<file path="src/hdl/sdf_pkg.sv">
// Shared constants and types of the sigma-delta decimation filter.
package sdf_pkg;

    // ----------------------------------------------------------------
    // Register map and field positions
    // ----------------------------------------------------------------
    localparam logic [7:0] ADDR_CTRL   = 8'h00;
    localparam logic [7:0] ADDR_STATUS = 8'h04;
    localparam logic [7:0] ADDR_DATA   = 8'h08;
    localparam int         ST_AVAIL    = 0;
    localparam int         ST_OVERRUN  = 1;
    localparam int         ST_BYPASS   = 2;
    localparam int         ST_EXTCLK   = 3;
    localparam logic [1:0] RESP_OKAY   = 2'h0;
    localparam logic [1:0] RESP_SLVERR = 2'h2;

    // ----------------------------------------------------------------
    // Modes and configuration
    // ----------------------------------------------------------------
    typedef enum logic [1:0] {
        MODE_NORMAL = 2'b00,
        MODE_DUTY   = 2'b01,
        MODE_TURBO  = 2'b10
    } sdf_mode_t;

    typedef enum logic [1:0] {
        REJ_NONE = 2'b00,
        REJ_BOTH = 2'b01,
        REJ_50   = 2'b10,
        REJ_60   = 2'b11
    } sdf_rej_t;

    // Control word: mode [1:0], rate [4:2], rejection [6:5], gain [9:7],
    // amp_bypass [10], start [11].
    typedef struct packed {
        logic       start;
        logic       amp_bypass;
        logic [2:0] gain;
        logic [1:0] rej;
        logic [2:0] rate;
        logic [1:0] mode;
    } sdf_cfg_t;

    localparam sdf_cfg_t   CFG_RESET    = 12'h000;
    localparam logic [2:0] GAIN_MAX_BYP = 3'h2;

    // ----------------------------------------------------------------
    // Clock division and decimation lengths
    // ----------------------------------------------------------------
    localparam logic [4:0]  DIV_NORMAL = 5'h10;
    localparam logic [4:0]  DIV_TURBO  = 5'h08;
    localparam logic [1:0]  DUTY_IDLE  = 2'h3;
    localparam int          SAMPLE_W   = 24;
    localparam int          ACC_W      = 16;
    // Modulator samples per result, one entry per rate code.
    localparam logic [14:0] DEC_LEN [0:7] = '{
        15'h3200, 15'h1639, 15'h0B1C, 15'h05B7,
        15'h0308, 15'h01AB, 15'h0100, 15'h0100
    };
    localparam logic [14:0] DEC_BOTH  = 15'h6400;
    localparam logic [14:0] DEC_50    = 15'h3C00;
    localparam logic [14:0] DEC_60    = 15'h3200;

endpackage : sdf_pkg

</file>
<file path="src/hdl/sdf_buf.sv">
// Two-entry elastic buffer between the filter result and the data register.
`timescale 1ns/10ps
module sdf_buf (
    // Clock and reset
    input  logic                         clk,
    input  logic                         rst_n,
    // Filling side
    input  logic                         in_valid,
    output logic                         in_ready,
    input  logic [sdf_pkg::SAMPLE_W-1:0] in_data,
    // Draining side
    output logic                         out_valid,
    input  logic                         out_ready,
    output logic [sdf_pkg::SAMPLE_W-1:0] out_data
);

    logic [sdf_pkg::SAMPLE_W-1:0] mem [0:1];
    logic                         wr_ptr;
    logic                         rd_ptr;
    logic [1:0]                   count;
    wire                          push = in_valid && in_ready;
    wire                          pop  = out_valid && out_ready;

    assign in_ready  = (count != 2'h2);
    assign out_valid = (count != 2'h0);
    assign out_data  = mem[rd_ptr];

    always_ff @(posedge clk) begin
        if (!rst_n) begin
            wr_ptr <= 1'b0;
            rd_ptr <= 1'b0;
            count  <= 2'h0;
        end else begin
            wr_ptr <= wr_ptr ^ push;
            rd_ptr <= rd_ptr ^ pop;
            count  <= count + {1'b0, push} - {1'b0, pop};
        end
    end

    always_ff @(posedge clk) begin
        if (!rst_n) begin
            mem[0] <= '0;
            mem[1] <= '0;
        end else if (push) begin
            mem[wr_ptr] <= in_data;
        end
    end
endmodule : sdf_buf

</file>
<file path="src/hdl/sdf_top.sv">
// Decimation filter, modulator clock strobe and amplifier control behind AXI4-Lite.
//
// Notes on behaviour
// - Modulator strobe every 16 system clocks, every 8 in turbo mode.
// - Divider runs on the active system clock, oscillator or external.
// - Linear-phase FIR low-pass filters and decimates the bitstream to the rate.
// - Filter retunes per rate; each result settles in one conversion, a held one replaced on overrun.
// - Line rejection choice applies only at the lowest rate (rate code 0), outside turbo mode.
// - A two-bit field selects none, both, 50 Hz or 60 Hz rejection.
// - Notches and data rate scale linearly with the system clock.
// - Amplifier bypass honoured only for gains 1, 2 and 4.
// - Bypass disables the amplifier and selects the switched-capacitor gain stage.
`timescale 1ns/10ps
module sdf_top (
    // Clock and reset
    input  logic        clk,
    input  logic        rst_n,
    // AXI4-Lite write address and data
    input  logic [7:0]  s_axi_awaddr,
    input  logic        s_axi_awvalid,
    output logic        s_axi_awready,
    input  logic [31:0] s_axi_wdata,
    input  logic [3:0]  s_axi_wstrb,
    input  logic        s_axi_wvalid,
    output logic        s_axi_wready,
    // AXI4-Lite write response
    output logic [1:0]  s_axi_bresp,
    output logic        s_axi_bvalid,
    input  logic        s_axi_bready,
    // AXI4-Lite read
    input  logic [7:0]  s_axi_araddr,
    input  logic        s_axi_arvalid,
    output logic        s_axi_arready,
    output logic [31:0] s_axi_rdata,
    output logic [1:0]  s_axi_rresp,
    output logic        s_axi_rvalid,
    input  logic        s_axi_rready,
    // Modulator
    input  logic        mod_bit,
    output logic        mod_clk_en,
    // Clock source status
    input  logic        ext_clk_active,
    // Analog front end control
    output logic        amp_bypass,
    output logic        low_noise_amp_en,
    output logic [2:0]  gain
);

    // ----------------------------------------------------------------
    // Helpers
    // ----------------------------------------------------------------
    function automatic logic [14:0] dec_len(input sdf_pkg::sdf_cfg_t c);
        logic low;
        low = (c.rate == 3'h0) && (c.mode != sdf_pkg::MODE_TURBO);
        if (!low) begin
            dec_len = sdf_pkg::DEC_LEN[c.rate];
        end else begin
            case (c.rej)
                sdf_pkg::REJ_BOTH: dec_len = sdf_pkg::DEC_BOTH;
                sdf_pkg::REJ_50:   dec_len = sdf_pkg::DEC_50;
                sdf_pkg::REJ_60:   dec_len = sdf_pkg::DEC_60;
                default:           dec_len = sdf_pkg::DEC_LEN[3'h0];
            endcase
        end
    endfunction : dec_len

    function automatic logic [31:0] merge(input logic [31:0] old,
                                          input logic [31:0] nw,
                                          input logic [3:0]  strb);
        merge = old;
        for (int i = 0; i < 4; i++) begin
            if (strb[i]) begin
                merge[8*i +: 8] = nw[8*i +: 8];
            end
        end
    endfunction : merge

    // ----------------------------------------------------------------
    // Register bus
    // ----------------------------------------------------------------
    sdf_pkg::sdf_cfg_t cfg;
    logic [7:0]        aw_addr;
    logic              aw_got;
    logic [31:0]       w_data;
    logic [3:0]        w_strb;
    logic              w_got;
    logic              overrun;
    logic [31:0]       next_rdata;
    logic [1:0]        next_rresp;

    wire do_wr     = aw_got && w_got && !s_axi_bvalid;
    wire wr_ctrl   = do_wr && (aw_addr == sdf_pkg::ADDR_CTRL);
    wire wr_status = do_wr && (aw_addr == sdf_pkg::ADDR_STATUS);
    wire wr_ok     = wr_ctrl || wr_status;
    wire rd_fire   = s_axi_arvalid && s_axi_arready;
    wire rd_data   = rd_fire && (s_axi_araddr == sdf_pkg::ADDR_DATA);
    wire clr_ovr   = wr_status && w_strb[0] && w_data[sdf_pkg::ST_OVERRUN];
    wire [31:0] ctrl_merged = merge({20'h00000, cfg}, w_data, w_strb);

    assign s_axi_awready = !aw_got;
    assign s_axi_wready  = !w_got;
    assign s_axi_arready = !s_axi_rvalid;

    always_ff @(posedge clk) begin
        if (!rst_n) begin
            aw_got  <= 1'b0;
            aw_addr <= 8'h00;
        end else if (s_axi_awvalid && !aw_got) begin
            aw_got  <= 1'b1;
            aw_addr <= s_axi_awaddr;
        end else if (do_wr) begin
            aw_got  <= 1'b0;
        end
    end

    always_ff @(posedge clk) begin
        if (!rst_n) begin
            w_got  <= 1'b0;
            w_data <= 32'h00000000;
            w_strb <= 4'h0;
        end else if (s_axi_wvalid && !w_got) begin
            w_got  <= 1'b1;
            w_data <= s_axi_wdata;
            w_strb <= s_axi_wstrb;
        end else if (do_wr) begin
            w_got  <= 1'b0;
        end
    end

    always_ff @(posedge clk) begin
        if (!rst_n) begin
            s_axi_bvalid <= 1'b0;
            s_axi_bresp  <= sdf_pkg::RESP_OKAY;
        end else if (do_wr) begin
            s_axi_bvalid <= 1'b1;
            s_axi_bresp  <= wr_ok ? sdf_pkg::RESP_OKAY : sdf_pkg::RESP_SLVERR;
        end else if (s_axi_bready) begin
            s_axi_bvalid <= 1'b0;
        end
    end

    always_ff @(posedge clk) begin
        if (!rst_n) begin
            cfg <= sdf_pkg::CFG_RESET;
        end else if (wr_ctrl) begin
            cfg <= ctrl_merged[11:0];
        end
    end

    // ----------------------------------------------------------------
    // Front end control
    // ----------------------------------------------------------------
    // A bypass request at gains above 4 is held in the register but not
    // acted on, so the amplifier stays in the path where it is needed.
    wire bypass_ok = cfg.amp_bypass && (cfg.gain <= sdf_pkg::GAIN_MAX_BYP);
    assign amp_bypass       = bypass_ok;
    assign low_noise_amp_en = !bypass_ok;
    assign gain             = cfg.gain;

    // ----------------------------------------------------------------
    // Modulator clock strobe
    // ----------------------------------------------------------------
    // Runs on clk, which is whichever system clock is active, so the rate,
    // the notches and the result rate all follow its frequency.
    logic [1:0] mode_q;
    logic [3:0] div_cnt;
    wire        turbo    = (cfg.mode == sdf_pkg::MODE_TURBO);
    wire  [4:0] div      = turbo ? sdf_pkg::DIV_TURBO : sdf_pkg::DIV_NORMAL;
    wire        mode_chg = (mode_q != cfg.mode);
    wire  [3:0] div_last = 4'(div - 5'h01);

    assign mod_clk_en = (div_cnt == 4'h0) && !mode_chg;

    always_ff @(posedge clk) begin
        if (!rst_n) begin
            mode_q  <= sdf_pkg::MODE_NORMAL;
            div_cnt <= 4'h0;
        end else begin
            mode_q  <= cfg.mode;
            div_cnt <= (mode_chg || div_cnt == 4'h0) ? div_last : div_cnt - 4'h1;
        end
    end

    // ----------------------------------------------------------------
    // Decimation filter
    // ----------------------------------------------------------------
    // A boxcar over a whole conversion is linear phase and settles in one
    // conversion; its notches fall at the result rate and its multiples.
    logic signed [sdf_pkg::ACC_W-1:0] acc;
    logic [14:0]                      n_cnt;
    logic [1:0]                       idle;
    logic [sdf_pkg::SAMPLE_W-1:0]     result;
    logic                             res_valid;
    logic                             buf_ready;
    logic                             buf_valid;
    logic [sdf_pkg::SAMPLE_W-1:0]     buf_data;

    wire [14:0] cur_len  = dec_len(cfg);
    wire        run      = cfg.start && mod_clk_en;
    wire        last     = (n_cnt == cur_len - 15'h0001);
    wire        dec_done = run && last && (idle == 2'h0);
    wire signed [sdf_pkg::ACC_W-1:0] step = mod_bit ? 16'sh0001 : -16'sh0001;
    wire signed [sdf_pkg::ACC_W-1:0] acc_sum = acc + step;
    wire        duty     = (cfg.mode == sdf_pkg::MODE_DUTY);

    always_ff @(posedge clk) begin
        if (!rst_n || wr_ctrl) begin
            acc   <= '0;
            n_cnt <= 15'h0000;
            idle  <= 2'h0;
        end else if (run) begin
            acc   <= (last || idle != 2'h0) ? '0 : acc_sum;
            n_cnt <= last ? 15'h0000 : n_cnt + 15'h0001;
            if (last) begin
                idle <= (idle != 2'h0) ? idle - 2'h1 : (duty ? sdf_pkg::DUTY_IDLE : 2'h0);
            end
        end
    end

    // The held result waits for the buffer; a new one arriving before it
    // moves on is taken in its place and flagged as an overrun.
    always_ff @(posedge clk) begin
        if (!rst_n) begin
            res_valid <= 1'b0;
            result    <= '0;
        end else if (dec_done) begin
            res_valid <= 1'b1;
            result    <= {{(sdf_pkg::SAMPLE_W-sdf_pkg::ACC_W){acc_sum[15]}}, acc_sum};
        end else if (buf_ready) begin
            res_valid <= 1'b0;
        end
    end

    always_ff @(posedge clk) begin
        if (!rst_n) begin
            overrun <= 1'b0;
        end else if (dec_done && res_valid && !buf_ready) begin
            overrun <= 1'b1;
        end else if (clr_ovr) begin
            overrun <= 1'b0;
        end
    end

    sdf_buf u_buf (
        .clk       (clk),
        .rst_n     (rst_n),
        .in_valid  (res_valid),
        .in_ready  (buf_ready),
        .in_data   (result),
        .out_valid (buf_valid),
        .out_ready (rd_data),
        .out_data  (buf_data)
    );

    // ----------------------------------------------------------------
    // Read data
    // ----------------------------------------------------------------
    wire [31:0] status_word = {28'h0000000, ext_clk_active, bypass_ok, overrun,
                               buf_valid};

    always_comb begin
        next_rdata = 32'h00000000;
        next_rresp = sdf_pkg::RESP_OKAY;
        case (s_axi_araddr)
            sdf_pkg::ADDR_CTRL:   next_rdata = {20'h00000, cfg};
            sdf_pkg::ADDR_STATUS: next_rdata = status_word;
            sdf_pkg::ADDR_DATA:   next_rdata = {8'h00, buf_data};
            default:              next_rresp = sdf_pkg::RESP_SLVERR;
        endcase
    end

    always_ff @(posedge clk) begin
        if (!rst_n) begin
            s_axi_rvalid <= 1'b0;
            s_axi_rdata  <= 32'h00000000;
            s_axi_rresp  <= sdf_pkg::RESP_OKAY;
        end else if (rd_fire) begin
            s_axi_rvalid <= 1'b1;
            s_axi_rdata  <= next_rdata;
            s_axi_rresp  <= next_rresp;
        end else if (s_axi_rready) begin
            s_axi_rvalid <= 1'b0;
        end
    end
endmodule : sdf_top

</file>
<file path="config.mk">
export PLATFORM = sky130hd
export DESIGN_NAME = sdf_top
export DESIGN_NICKNAME = d
export VERILOG_FILES = /design/src/hdl/sdf_pkg.sv /design/src/hdl/sdf_buf.sv /design/src/hdl/sdf_top.sv
export SDC_FILE = /design/constraint.sdc
export NUM_CORES = 1
export LEC_CHECK = 0
export BUFFER_PORTS_ARGS = -buffer_cell sky130_fd_sc_hd__buf_2
export CAP_MARGIN = 0
export CORE_MARGIN = 2
export CORE_UTILIZATION = 55
export DETAILED_ROUTE_END_ITERATION = 7
export PLACE_DENSITY = 0.79
export SYNTH_ARGS = -nofsm -noshare
export SYNTH_HDL_FRONTEND = slang
export SYNTH_SLANG_ARGS = --single-unit
</file>
<file path="constraint.sdc">
create_clock -name clk -period 7.8 [get_ports clk]
set_clock_uncertainty 0.2 [all_clocks]
set_input_delay 1.56 -clock clk [delete_from_list [all_inputs] [get_ports clk]]
set_output_delay 1.56 -clock clk [all_outputs]
set_load 0.01 [all_outputs]
</file>
==> results.txt, run 1 <==
The flow ran to the end, and the final reports show no timing, DRC or antenna violations. The number of detailed-routing iterations run before antenna repair was 5. The critical path is of the reg -> reg type.

Once the floorplan was initialized, standard cells occupied 56.3% of the core. After synthesis, the share of flip-flops with an asynchronous set or reset is 0%. The die is 123 um tall. Data on the critical path arrives at its endpoint at 4710 ps.

In this run the cell area measured after placement is 8110 sq um. The tools report the number of sinks driven by the clock tree as 150. Internal power comes to 1.30 mW.

The total overflow reported by the global router was 0; the power per cell area was 195 nW/um^2. The number of antenna violations at the first check in global routing was 0. OpenSTA, run right after detailed placement, puts the worst setup slack at 3100 ps.

The ratio of cells with drive above 1 in the final layout is 13.2%, and the final setup slack of the worst path is 3160 ps. Count of inserted antenna diode cells: 0. The tools report the maximum buffer depth of the clock tree as 2.

The critical path goes through inv_1, ha_1, nor2b_1, a21oi_1, inv_1, ha_1, xnor2_1, a31o_2, nand3_1, nor4_1, nand4_1, o21ai_1, nor2_1. In the routed layout, each cell is associated on average with a via count of 5.56. Setup repair after global routing left no endpoint under its margin. The number of hold-repair buffers added at the cts stage is 0, and the final design area excluding fillers is 8670 sq um. The floorplan step defined a die boundary enclosing 15200 sq um. The first global-routing pass estimated 27.0 mm of wire.

The final routed wirelength across all metal layers is 16.6 mm. Number of gates given a new drive strength after cts: 0. The worst path needs 4640 ps of the cycle, external delays included. Cells fill 62.5% of the core in the end.

The fraction of post-synthesis cell area in the top cell type by area came out at 30.2%. The number of maximum-capacitance constraint violations is 0, and the longest individual stage delay on the worst path is 820 ps. The H-tree depth reported by CTS is 4, and the standard cell core area is 13900 sq um. Routability-driven placement finished with a final weighted congestion of 0.891.

In this run, synthesis inferred 32 flip-flops with an integrated enable. The number of placed instances, taps included, is 1059. The cell area that synthesis handed to floorplanning was 7810 sq um. For this run, the register share of the synthesized area comes to 42.5%. For this run, the top clock speed supported by timing is 0.216 GHz. The number of global-route vias before repair is 5623. For the pin with the worst max-slew slack, the measured transition is 1100 ps. STA puts the critical path data required time at 7870 ps.

The switching portion of total power was 22.9%; the area growth from synthesis to layout was 11.0%. The run gives 858 as the count of mapped cells out of synthesis. STA classifies the critical path startpoint as a flip-flop.

Setup violations remaining at the end of the flow were counted as 0. Global routing consumed, over all layers together, 22.8% of the routing resources. Across the VDD grid, the largest voltage drop is 0.160 mV. During placement, the flow inserted port buffers numbering 75. The tools report the cell at the root of the clock tree as sky130_fd_sc_hd__clkbuf_16. TritonCTS built the clock tree.

Of the available clock period, the critical path in the final layout requires 59.5%. The remaining antenna violation count after routing came out at 0. At the end of the flow, the number of nets in the layout was 987. The worst setup path is captured at a flip-flop. In this run the post-CTS setup repair buffer count came out at 0. The run gives 0 as the max-slew violation count. The tools report the half-perimeter wire length of the detailed placement result as 11.5 mm. Yosys printed 0 warnings. In this run the tightest slew margin relative to its limit is 26.4%. Sequential cells burn 48.5% of the power. Total vias in the final route: 6068. Post-synthesis area per instance: 9.11 sq um. In this run the core area contains 43 standard-cell rows. Among all stages on the critical path, the largest delay is contributed by sky130_fd_sc_hd__o21ai_1. The flip-flop and latch count after synthesis is 150, and the die width is 123 um.

In this run, CTS created clock tree buffers numbering 17. The net switching power was 387 uW. sky130_fd_sc_hd__dfxtp_1 takes more of the synthesized area than any other cell. The setup TNS came out at 0 ps. The netlist uses 74 different library cells. For this run, design rule violations remaining after detail routing come to 0. The path class of the tightest hold or removal check is reg -> reg. For this design the top-level I/O count stands at 108. The most used flip-flop cell after synthesis is sky130_fd_sc_hd__dfxtp_1. The clock slew seen by the registers of the worst setup and hold paths was 60 ps; the maximum number of pins on one net before global-route repair was 90.

The logs give 420 ps for the clock latency on the worst-skew pair and 0 for the number of hold violations in the final report. The highest net fanout along the worst path is 16. Leaving out filler cells and counting taps, the final layout contains 1091. For this design the static power due to leakage is 3.42 nW. Yosys attributes the largest share of cell area to sky130_fd_sc_hd__dfxtp_1, sky130_fd_sc_hd__edfxtp_1, sky130_fd_sc_hd__nand2_1.

The power share of the combinational group is 5.8%, and the fraction of power consumed by the clock network is 45.7%. For this block, the initial DRC count from the detailed router was 419. The routed wire length per instance works out to 15.2 um.
flip-flops by register name, indices dropped and copies added, names as in the netlist, 3 cells and up, named ones only:
signal and flops:
u_buf.mem 32, acc 16, result 16, s_axi_rdata 16, n_cnt 15, w_data 12, cfg 9, aw_addr 8
div_cnt 4, gain 3
cells in the final DEF (no fill, tap or decap), types with 8 or more instances in the layout:
cell                        synthesis  routed
sky130_fd_sc_hd__nor3_1            13      13
sky130_fd_sc_hd__a21boi_0          27      27
sky130_fd_sc_hd__inv_1             22      22
sky130_fd_sc_hd__o21ai_0           29      28
sky130_fd_sc_hd__dfxtp_1          118     118
sky130_fd_sc_hd__nand3_1           26      26
sky130_fd_sc_hd__nor4_1             8       8
sky130_fd_sc_hd__conb_1             1      10
sky130_fd_sc_hd__edfxtp_1          32      32
sky130_fd_sc_hd__a21oi_1           25      25
sky130_fd_sc_hd__xor2_1            16      16
sky130_fd_sc_hd__nand2_1          113     113
sky130_fd_sc_hd__clkbuf_16          0      17
sky130_fd_sc_hd__nor2b_1           33      33
sky130_fd_sc_hd__nand2b_1          10      10
sky130_fd_sc_hd__and2_1            46      46
sky130_fd_sc_hd__ha_1              27      27
sky130_fd_sc_hd__nor2_1            50      50
sky130_fd_sc_hd__a22o_1            16      16
sky130_fd_sc_hd__buf_2              7      75
sky130_fd_sc_hd__a211oi_1          16      16
sky130_fd_sc_hd__mux2i_1           42      42
sky130_fd_sc_hd__xnor2_1           27      27
critical path: cells and delay by family (launching register included):
family / cells / cell delay, ps
adder cells (fa/ha/maj): 2 / 740
flip-flops: 1 / 710
XOR/XNOR: 1 / 200
buffers and inverters: 2 / 410
AO/OA/AOI/OAI: 3 / 1260
AND/OR/NAND/NOR: 5 / 940
routing by layer:
metal | GRT usage, % | wire [um]
met4 | 8.59 | 318
met3 | 5.77 | 721
met2 | 38.2 | 8010
met5 | 0 | 0
met1 | 28.4 | 7550
power by group through the flow:
stage	sequential [mW]	clock [mW]	combinational (mW)
global route	0.822	0.820	0.110
global placement	0.836	0	0.0958
detailed placement	0.837	0	0.0980
floorplan	0.834	0	0.0724
finish	0.820	0.772	0.0976
CTS	0.820	0.782	0.0985
final timing paths:
kind	start	end	slack (ps)	depth (start not counted)
max	cfg[3]	n_cnt[0]	3160	13
min	result[7]	result[7]	260	2
max reg2reg	cfg[3]	n_cnt[0]	3160	13
min reg2reg	result[7]	result[7]	260	2
synth_stat cells, types with 4 or more instances:
library cell / number
sky130_fd_sc_hd__xnor2_1: 27
sky130_fd_sc_hd__a211oi_1: 16
sky130_fd_sc_hd__buf_2: 7
sky130_fd_sc_hd__and2_1: 46
sky130_fd_sc_hd__o22ai_1: 4
sky130_fd_sc_hd__inv_1: 22
sky130_fd_sc_hd__buf_4: 22
sky130_fd_sc_hd__edfxtp_1: 32
sky130_fd_sc_hd__or4_1: 5
sky130_fd_sc_hd__and3_1: 7
sky130_fd_sc_hd__a22oi_1: 4
sky130_fd_sc_hd__nor3_1: 13
sky130_fd_sc_hd__xor2_1: 16
sky130_fd_sc_hd__nor2_1: 50
sky130_fd_sc_hd__dfxtp_1: 118
sky130_fd_sc_hd__a21boi_0: 27
sky130_fd_sc_hd__o21ai_0: 29
sky130_fd_sc_hd__or3_1: 7
sky130_fd_sc_hd__mux2i_1: 42
sky130_fd_sc_hd__ha_1: 27
sky130_fd_sc_hd__nand3_1: 26
sky130_fd_sc_hd__clkbuf_1: 34
sky130_fd_sc_hd__nand2b_1: 10
sky130_fd_sc_hd__o31ai_1: 6
sky130_fd_sc_hd__nand4_1: 4
sky130_fd_sc_hd__a21oi_1: 25
sky130_fd_sc_hd__nor2b_1: 33
sky130_fd_sc_hd__nor4_1: 8
sky130_fd_sc_hd__a22o_1: 16
sky130_fd_sc_hd__nand2_1: 113
metrics by stage:
step,hold slack (ps),total power [mW]
2_1_floorplan,239,0.907
3_3_place_gp,248,0.932
3_5_place_dp,253,0.935
4_1_cts,262,1.70
5_1_grt,288,1.75
6_report,257,1.69
cell families (layout without fill, tap and decap cells):
kind of cell | Yosys count | count (layout) | share of synthesized area (%)
AO/OA/AOI/OAI | 165 | 165 | 14.7
XOR/XNOR | 43 | 43 | 4.82
adder cells (fa/ha/maj) | 28 | 28 | 4.58
buffers and inverters | 91 | 135 | 5.97
flip-flops | 150 | 150 | 42.5
multiplexers | 43 | 43 | 5.53
other | 1 | 10 | 0.0480
AND/OR/NAND/NOR | 337 | 337 | 21.8
cell type report:
type                       count  area (sq um)
timing repair buffer          80           413
inverter                      23          86.3
clock inverter                11           100
fill                        1155          5210
sequential                   150          3320
clock buffer                  21           460
multi-input combinational    626          4070
tap                          180           225
Power figures use the tool's default switching activity.
==> run 2: changes to the inputs <==
--- a/config.mk
+++ b/config.mk
@@ -8,9 +8,9 @@
 export BUFFER_PORTS_ARGS = -buffer_cell sky130_fd_sc_hd__buf_2
 export CAP_MARGIN = 0
 export CORE_MARGIN = 2
-export CORE_UTILIZATION = 55
+export CORE_UTILIZATION = 52
 export DETAILED_ROUTE_END_ITERATION = 7
-export PLACE_DENSITY = 0.79
+export PLACE_DENSITY = 0.78
 export SYNTH_ARGS = -nofsm -noshare
 export SYNTH_HDL_FRONTEND = slang
 export SYNTH_SLANG_ARGS = --single-unit
==> constraint.sdc (replaced) <==
create_clock -name clk -period 4.2 [get_ports clk]
set_clock_uncertainty 0.2 [all_clocks]
set_input_delay 0.84 -clock clk [delete_from_list [all_inputs] [get_ports clk]]
set_output_delay 0.84 -clock clk [all_outputs]
set_load 0.01 [all_outputs]
==> results.txt, run 2 (same netlist as run 1, synthesis figures left out) <==
The flow ran to the end, and the final reports show no timing, DRC or antenna violations. The type of the worst setup path is reg -> reg (unchanged). The maximum buffer depth of the clock tree is 2 (unchanged).

The post-CTS setup buffer count is 0 (unchanged), and the total overflow reported by the global router is 0 (unchanged). The number of flip-flops under the largest register name came out at 32 (unchanged). Cell at the root of the clock tree: sky130_fd_sc_hd__clkbuf_16 (unchanged).

Leading cell type in the layout, fill and taps excluded: sky130_fd_sc_hd__dfxtp_1 (unchanged). The number of standard cells in the layout, taps in and fillers out was 1105 (was 1091). Setup repair after global routing left no endpoint under its margin. Commonest cells after routing, fill and taps aside: sky130_fd_sc_hd__dfxtp_1, sky130_fd_sc_hd__nand2_1, sky130_fd_sc_hd__buf_2 (unchanged). The minimum period implied by the final worst setup slack came out at 3750 ps (was 4640 ps).

The die outline height was 127 um (was 123 um); the switching portion of total power was 21.9% (was 22.9%). The logs give 701 uW (was 387 uW) for the net switching power and 108 (unchanged) for the number of top-level pins. The top achievable clock speed is 0.267 GHz (was 0.216 GHz), and the setup slack on the worst flop-to-flop path is 450 ps (was 3160 ps). Number of hold-repair buffers added at the cts stage: 0 (unchanged).

The run gives 5684 (was 5623) as the number of global-route vias before repair. Terminus of the critical flop-to-flop path: result[10] (was n_cnt[0]). The routed wire length per instance is 15.2 um (about the same), and the routability-driven placement congestion ratio is 0.882 (was 0.891). Highest net fanout along the worst path: 18 (was 16). The startpoint kind of the worst setup timing path was a flip-flop (unchanged). The remaining antenna violation count after routing was 0 (unchanged). Global-route total usage across every layer: 21.2% (was 22.8%). Setup TNS: 0 ps (unchanged). For the core occupancy in the finished layout, the log shows 60.3% (was 62.5%). The longest individual stage delay on the worst path works out to 350 ps (was 820 ps). The fraction of the cycle the final worst path needs was 89.3% (was 59.5%).

The final setup violation count was 0 (unchanged); the final setup slack of the worst path was 451 ps (was 3160 ps). For the signal arrival time at the worst endpoint, the log shows 3890 ps (was 4710 ps). The startpoint of the most critical setup path is cfg[2] (was cfg[3]).

The count of inserted antenna diode cells is 0 (unchanged), and the number of maximum-capacitance constraint violations is 0 (unchanged). The worst hold path class is reg -> reg (unchanged). TritonCTS built the clock tree. The run gives 6141 (was 6068) as the total vias in the final route. The final worst hold slack is 262 ps (was 257 ps). The power per cell area is 364 nW/um^2 (was 195 nW/um^2). Category of the worst setup path capture point: a flip-flop (unchanged). The ratio of cells with drive above 1 in the final layout is 14.1% (was 13.2%), and the max-slew violation count is 0 (unchanged). The count of nets after finishing was 997 (was 987). The standard cell core area is 14600 sq um (was 13900 sq um). The tools report the reported leakage power as 3.49 nW (was 3.42 nW). The tools report the critical path data required time as 4340 ps (was 7870 ps).

The tools report the max-slew headroom at the worst pin as 24.3% (was 26.4%). Worst setup path endpoint: result[10] (was n_cnt[0]). The run gives 44 (was 90) as the maximum number of pins on one net before global-route repair.

The number of hold violations in the final report is 0 (unchanged), and the number of antenna violations at the first check in global routing is 0 (unchanged). For the number of placement rows, the log shows 44 (was 43). The largest register by flop count is u_buf.mem (unchanged). The run gives 11.8 mm (was 11.5 mm) as the half-perimeter wire length of the detailed placement result.

The initial detailed-routing violation count is 484 (was 419). The cell-internal power was 2.50 mW (was 1.30 mW). The cell at the slowest stage of the critical path is sky130_fd_sc_hd__dfxtp_1 (was sky130_fd_sc_hd__o21ai_1). The number of buffer and inverter instances along the worst setup path was 3 (was 2); the post-placement cell count was 1073 (was 1059). The number of gates given a new drive strength after cts was 0 (unchanged). For the number of sinks driven by the clock tree, the log shows 150 (unchanged).

The cell family contributing the most delay on the critical path is simple AND/OR/NAND/NOR gates (was compound AO/OA/AOI/OAI gates). The area growth from synthesis to layout is 12.5% (was 11.0%). The number of detailed-routing iterations run before antenna repair is 5 (unchanged). H-tree depth reported by CTS: 4 (unchanged). Chain of cells forming the critical path: inv_1, ha_1, nor2b_1, a21oi_1, inv_1, ha_1, xor2_1, and3_1, o211ai_1, nor4b_1, nand4_1, nor4_4, buf_4, mux2i_1 (was inv_1, ha_1, nor2b_1, a21oi_1, inv_1, ha_1, xnor2_1, a31o_2, nand3_1, nor4_1, nand4_1, o21ai_1, nor2_1). The run gives 46.6% (was 45.7%) as the fraction of power consumed by the clock network.

The tools report the setup slack after placement as 337 ps (was 3100 ps). The hold path depth is 2 (unchanged), and the number of DRC violations after detailed routing is 0 (unchanged). The tools report the critical register-to-register path startpoint as cfg[2] (was cfg[3]).

The logs give 17 (unchanged) for the number of clock buffers inserted by TritonCTS and 420 ps (about the same) for the clock latency on the worst-skew pair. The depth of the critical timing path with buffers and inverters included is 14 (was 13), and the largest vdd supply drop is 0.283 mV (was 0.160 mV). The tools report the die outline area as 16000 sq um (was 15200 sq um).

The average via count per standard cell is 5.56 (about the same). The run gives 8790 sq um (was 8670 sq um) as the final design area excluding fillers. Worst reg2reg path depth: 14 (was 13).

The part of the total power dissipated in sequential elements is 47.6% (was 48.5%). The first-pass GRT wire length was 27.3 mm (was 27.0 mm); the number of port buffers was 75 (unchanged). Die width: 127 um (was 123 um). The power consumption is 3.20 mW (was 1.69 mW), and the actual transition at the worst max-transition pin is 1130 ps (was 1100 ps). The tools report the power share of the combinational group as 5.8% (about the same). The placed cell area came out at 8190 sq um (was 8110 sq um). The final routed wirelength across all metal layers is 16.8 mm (was 16.6 mm), and the clock slew seen by the registers of the worst setup and hold paths is 60 ps (about the same).

The starting utilization of the core area is 53.6% (was 56.3%).
==> run 2: cell types whose count changed in the layout (fill, tap and decap cells not counted), sizes merged <==
cell / change
clkbuf: +6
buf: +10
inv: -3
bufinv: -1
clkinv: -2
==> run 2: per-layer routing <==
metal  global-route usage (%)  routed length (um)  vias up
met4                     9.05                 442        0
met1                     26.8                7370     2869
met5                        0                   0        -
li1                         -                   -     3077
met3                     5.10                 851       34
met2                     34.8                8090      161
==> run 2: power groups by stage <==
stage	Combinational, mW	Clock, mW	Sequential (mW)
after floorplan	0.134	0	1.55
after global placement	0.183	0	1.55
after detailed placement	0.186	0	1.55
after CTS	0.186	1.51	1.52
after global routing	0.209	1.58	1.53
final	0.185	1.49	1.52
==> run 2: final cells by class <==
type / count / area, sq um
clock buffers: 27 / 566
clock inverters: 5 / 33.8
fillers: 1223 / 5800
inverters: 23 / 86.3
multi-input cells: 626 / 4070
flip-flops and latches: 150 / 3320
well taps: 184 / 230
repair buffers: 90 / 488
==> run 2: worst min path at each step <==
stage | slack, ps | from | to
after floorplan | 240 | result[0] | result[0]
after global placement | 250 | result[11] | result[11]
after detailed placement | 260 | w_data[10] | w_data[10]
after CTS | 270 | w_data[10] | w_data[10]
after global routing | 280 | w_data[10] | w_data[10]
final | 260 | result[12] | result[12]
==> run 2: tightest hold or removal path: stages, from the launching register on <==
cell and delay, ps:
sky130_fd_sc_hd__dfxtp_1 310, sky130_fd_sc_hd__nand2_1 50, sky130_fd_sc_hd__mux2i_1 50
==> run 3: changes to the inputs <==
--- a/config.mk
+++ b/config.mk
@@ -5,6 +5,7 @@
 export SDC_FILE = /design/constraint.sdc
 export NUM_CORES = 1
 export LEC_CHECK = 0
+export ABC_AREA = 1
 export BUFFER_PORTS_ARGS = -buffer_cell sky130_fd_sc_hd__buf_2
 export CAP_MARGIN = 0
 export CORE_MARGIN = 2
==> results.txt, run 3 <==
The fraction of the cycle the final worst path needs is 85.9% (was 89.3%). The starting utilization of the core area came out at 53.4% (was 53.6%). The average via count per standard cell was 5.28 (was 5.56); the number of gates given a new drive strength after cts was 0 (unchanged). The number of synthesized flops with an enable pin was 32 (unchanged).

The end of the worst hold path is aw_addr[1] (was result[12]). The run gives 785 uW (was 701 uW) as the net switching power. The tools report the cell area after synthesis as 7790 sq um (was 7810 sq um). The run gives 3.74 nW (was 3.49 nW) as the reported leakage power.

The fraction of post-synthesis cell area in the top cell type by area was 30.3% (was 30.2%); the clock slew seen by the registers of the worst setup and hold paths was 60 ps (about the same). The flow ran to the end, and the final reports show no timing, DRC or antenna violations. Final setup violation count: 0 (unchanged). The run gives 430 ps (was 420 ps) as the clock latency on the worst-skew pair. The actual transition at the worst max-transition pin was 698 ps (was 1130 ps); the number of hold-repair buffers added at the cts stage was 0 (unchanged). The number of top-level pins came out at 108 (unchanged).

The power share of the combinational group was 6.7% (was 5.8%). The top achievable clock speed was 0.277 GHz (was 0.267 GHz). The die outline height was 126 um (was 127 um). The setup slack on the worst flop-to-flop path was 590 ps (was 450 ps). The routed wire length per instance is 13.4 um (was 15.2 um), and the area growth from synthesis to layout is 12.9% (was 12.5%).

Number of buffer and inverter instances along the worst setup path: 4 (was 3). The leading cell type in the layout, fill and taps excluded is sky130_fd_sc_hd__nand2_1 (was sky130_fd_sc_hd__dfxtp_1). The cell at the slowest stage of the critical path was sky130_fd_sc_hd__dfxtp_1 (unchanged). The number of maximum-capacitance constraint violations was 0 (unchanged); the number of global-route vias before repair was 6292 (was 5684). The tools report the standard cell core area as 14600 sq um (unchanged). The terminus of the critical flop-to-flop path is result[5] (was result[10]). Category of the worst setup path capture point: a flip-flop (unchanged).

Number of detailed-routing iterations run before antenna repair: 5 (unchanged). The max-slew headroom at the worst pin was 53.4% (was 24.3%); the minimum period implied by the final worst setup slack was 3610 ps (was 3750 ps). The count of yosys warnings during synthesis was 0 (unchanged).

The number of placement rows was 44 (unchanged). The run gives 0.341 mV (was 0.283 mV) as the largest vdd supply drop. The most numerous cell type found on the critical path is sky130_fd_sc_hd__inv_1. Commonest cells in the netlist: sky130_fd_sc_hd__nand2_1, sky130_fd_sc_hd__nor2_1, sky130_fd_sc_hd__dfxtp_1, sky130_fd_sc_hd__inv_1, sky130_fd_sc_hd__a21oi_1 (was sky130_fd_sc_hd__dfxtp_1, sky130_fd_sc_hd__nand2_1, sky130_fd_sc_hd__nor2_1, sky130_fd_sc_hd__and2_1, sky130_fd_sc_hd__mux2i_1). The logs give 0 (unchanged) for the post-CTS setup buffer count and 1289 (was 1105) for the number of standard cells in the layout, taps in and fillers out. For the total vias in the final route, the log shows 6812 (was 6141). The cell family contributing the most delay on the critical path is simple AND/OR/NAND/NOR gates (unchanged). The flip-flop and latch count after synthesis was 150 (unchanged); the number of clock buffers inserted by TritonCTS was 17 (unchanged).

For the post-placement cell count, the log shows 1258 (was 1073). The number of port buffers was 75 (unchanged). The switching portion of total power was 23.2% (was 21.9%); the post-synthesis area per instance was 7.51 sq um (was 9.11 sq um).

The setup TNS was 0 ps (unchanged). The sequential cell area fraction in the yosys report is 42.6% (was 42.5%). The max-slew violation count is 0 (unchanged). The hold path depth works out to 2 (unchanged). For the initial detailed-routing violation count, the log shows 557 (was 484). The count of inserted antenna diode cells came out at 0 (unchanged). The highest net fanout along the worst path came out at 17 (was 18).

The maximum number of pins on one net before global-route repair came out at 45 (was 44). Setup repair after global routing left no endpoint under its margin. Largest cells by area after synthesis: sky130_fd_sc_hd__dfxtp_1, sky130_fd_sc_hd__edfxtp_1, sky130_fd_sc_hd__nand2_1 (unchanged).

First-pass GRT wire length: 29.4 mm (was 27.3 mm). The tools report the H-tree depth reported by CTS as 4 (unchanged). The tools report the signal arrival time at the worst endpoint as 3700 ps (was 3890 ps).

Die width: 126 um (was 127 um). The logs give 12.1 mm (was 11.8 mm) for the half-perimeter wire length of the detailed placement result and 45 (was 74) for the number of distinct library cells after synthesis. The startpoint kind of the worst setup timing path is a flip-flop (unchanged).

The run gives 1038 (was 858) as the count of mapped cells out of synthesis. The run gives 150 (unchanged) as the number of sinks driven by the clock tree. The logs give 0.915 (was 0.882) for the routability-driven placement congestion ratio and 2 (unchanged) for the maximum buffer depth of the clock tree. Fraction of synthesis flops using an asynchronous set or reset pin: 0% (unchanged). Largest register by flop count: u_buf.mem (unchanged). The longest individual stage delay on the worst path works out to 390 ps (was 350 ps). The global-route total usage across every layer was 22.4% (was 21.2%). The critical register-to-register path startpoint was cfg[2] (unchanged). The worst hold path class is reg -> reg (unchanged). The run gives 45.6% (was 47.6%) as the part of the total power dissipated in sequential elements.

The tools report the cell at the root of the clock tree as sky130_fd_sc_hd__clkbuf_16 (unchanged). The ratio of cells with drive above 1 in the final layout came out at 12.9% (was 14.1%). The tools report the source of the worst hold timing path as aw_addr[1] (was result[12]). For the fraction of power consumed by the clock network, the log shows 47.7% (was 46.6%). The type of the worst setup path was reg -> reg (unchanged).

The library cell with the largest summed area after synthesis is sky130_fd_sc_hd__dfxtp_1 (unchanged). The worst reg2reg path depth works out to 17 (was 14). Chain of cells forming the critical path: inv_1, ha_1, inv_1, nor2_2, nand2_4, nand2_2, ha_1, inv_1, nor2_4, xor2_1, nand2_1, nor2_2, inv_1, nor2_1, nand4_2, nand2_1, a21oi_1 (was inv_1, ha_1, nor2b_1, a21oi_1, inv_1, ha_1, xor2_1, and3_1, o211ai_1, nor4b_1, nand4_1, nor4_4, buf_4, mux2i_1).

The critical path data required time is 4290 ps (was 4340 ps). The logs give 17.2 mm (was 16.8 mm) for the final routed wirelength across all metal layers and 0 (unchanged) for the total overflow reported by the global router. The number of DRC violations after detailed routing is 0 (unchanged). Power per cell area: 385 nW/um^2 (was 364 nW/um^2).

TritonCTS built the clock tree. The number of hold violations in the final report is 0 (unchanged). The remaining antenna violation count after routing is 0 (unchanged), and the number of flip-flops under the largest register name is 32 (unchanged). The die outline area is 16000 sq um (about the same), and the number of antenna violations at the first check in global routing is 0 (unchanged). Commonest cells after routing, fill and taps aside: sky130_fd_sc_hd__nand2_1, sky130_fd_sc_hd__nor2_1, sky130_fd_sc_hd__dfxtp_1 (was sky130_fd_sc_hd__dfxtp_1, sky130_fd_sc_hd__nand2_1, sky130_fd_sc_hd__buf_2).

The count of nets after finishing is 1182 (was 997). The most used standard cell by instance count after synthesis was sky130_fd_sc_hd__nand2_1 (was sky130_fd_sc_hd__dfxtp_1). The cell-internal power is 2.60 mW (was 2.50 mW). The most used flip-flop cell after synthesis is sky130_fd_sc_hd__dfxtp_1 (unchanged).
-- run 3: cell count changes after synthesis, sizes merged, moves of 26 or more --
cell,before,now
nand2,113,220
inv,23,118
nor2,51,138
a21oi,25,97
and2,46,0
nand3,26,64
mux2i,42,9
nor2b,33,0
a21boi,29,1
o21ai,31,57
-- run 3: cell families after synthesis --
group	synth area share [%]
AO/OA/AOI/OAI	11.6
XOR/XNOR	4.05
adder cells (fa/ha/maj)	4.59
buffers and inverters	9.99
flip-flops	42.6
multiplexers	1.16
other	0.0481
AND/OR/NAND/NOR	25.9
-- run 3: worst max-delay path by stage --
stage | from | end | slack (ps) | depth (start not counted)
after floorplan | cfg[2] | n_cnt[10] | 1240 | 18
after global placement | cfg[2] | result[9] | 740 | 17
after detailed placement | cfg[2] | idle[0] | 620 | 18
after CTS | cfg[2] | idle[0] | 600 | 18
after global routing | cfg[2] | result[4] | 260 | 17
final | cfg[2] | result[5] | 590 | 17
-- run 3: final cells by class --
type / count / area [sq um]
Clock buffer: 17 / 425
Clock inverter: 14 / 200
Fill cell: 1242 / 5790
Inverter: 120 / 450
Multi-Input combinational cell: 720 / 3720
Sequential cell: 150 / 3320
Tap cell: 184 / 230
Timing Repair Buffer: 84 / 443
-- run 3: power groups by stage --
stage / logic, mW / clock network (mW) / registers, mW
6_report: 0.227 / 1.61 / 1.55
5_1_grt: 0.264 / 1.70 / 1.55
4_1_cts: 0.227 / 1.63 / 1.55
3_5_place_dp: 0.226 / 0 / 1.58
3_3_place_gp: 0.222 / 0 / 1.58
2_1_floorplan: 0.168 / 0 / 1.57
-- run 3: metal layers --
metal	share of wire (%)	vias up	track usage (%)
met5	0	-	0
met4	2.5	0	8.92
met3	5.8	35	4.09
met2	46	201	37.2
met1	45	3106	29.0
li1	-	3470	-
-- run 3: worst min-delay path, stage by stage, from the launching register on --
cell,delay [ps]
sky130_fd_sc_hd__dfxtp_1,300
sky130_fd_sc_hd__inv_1,60
sky130_fd_sc_hd__a21oi_1,50
-- run 3: per-stage QoR --
step | cell area, sq um | power (mW) | util [%] | setup WS, ps | hold slack [ps]
6_report | 8800 | 3.39 | 60.3 | 593 | 251
3_3_place_gp | 8170 | 1.80 | 56.0 | 735 | 231
5_1_grt | 8800 | 3.52 | 60.3 | 257 | 274
4_1_cts | 8800 | 3.40 | 60.3 | 596 | 254
2_1_floorplan | 7830 | 1.74 | - | 1240 | 226
3_5_place_dp | 8170 | 1.80 | 56.0 | 620 | 245
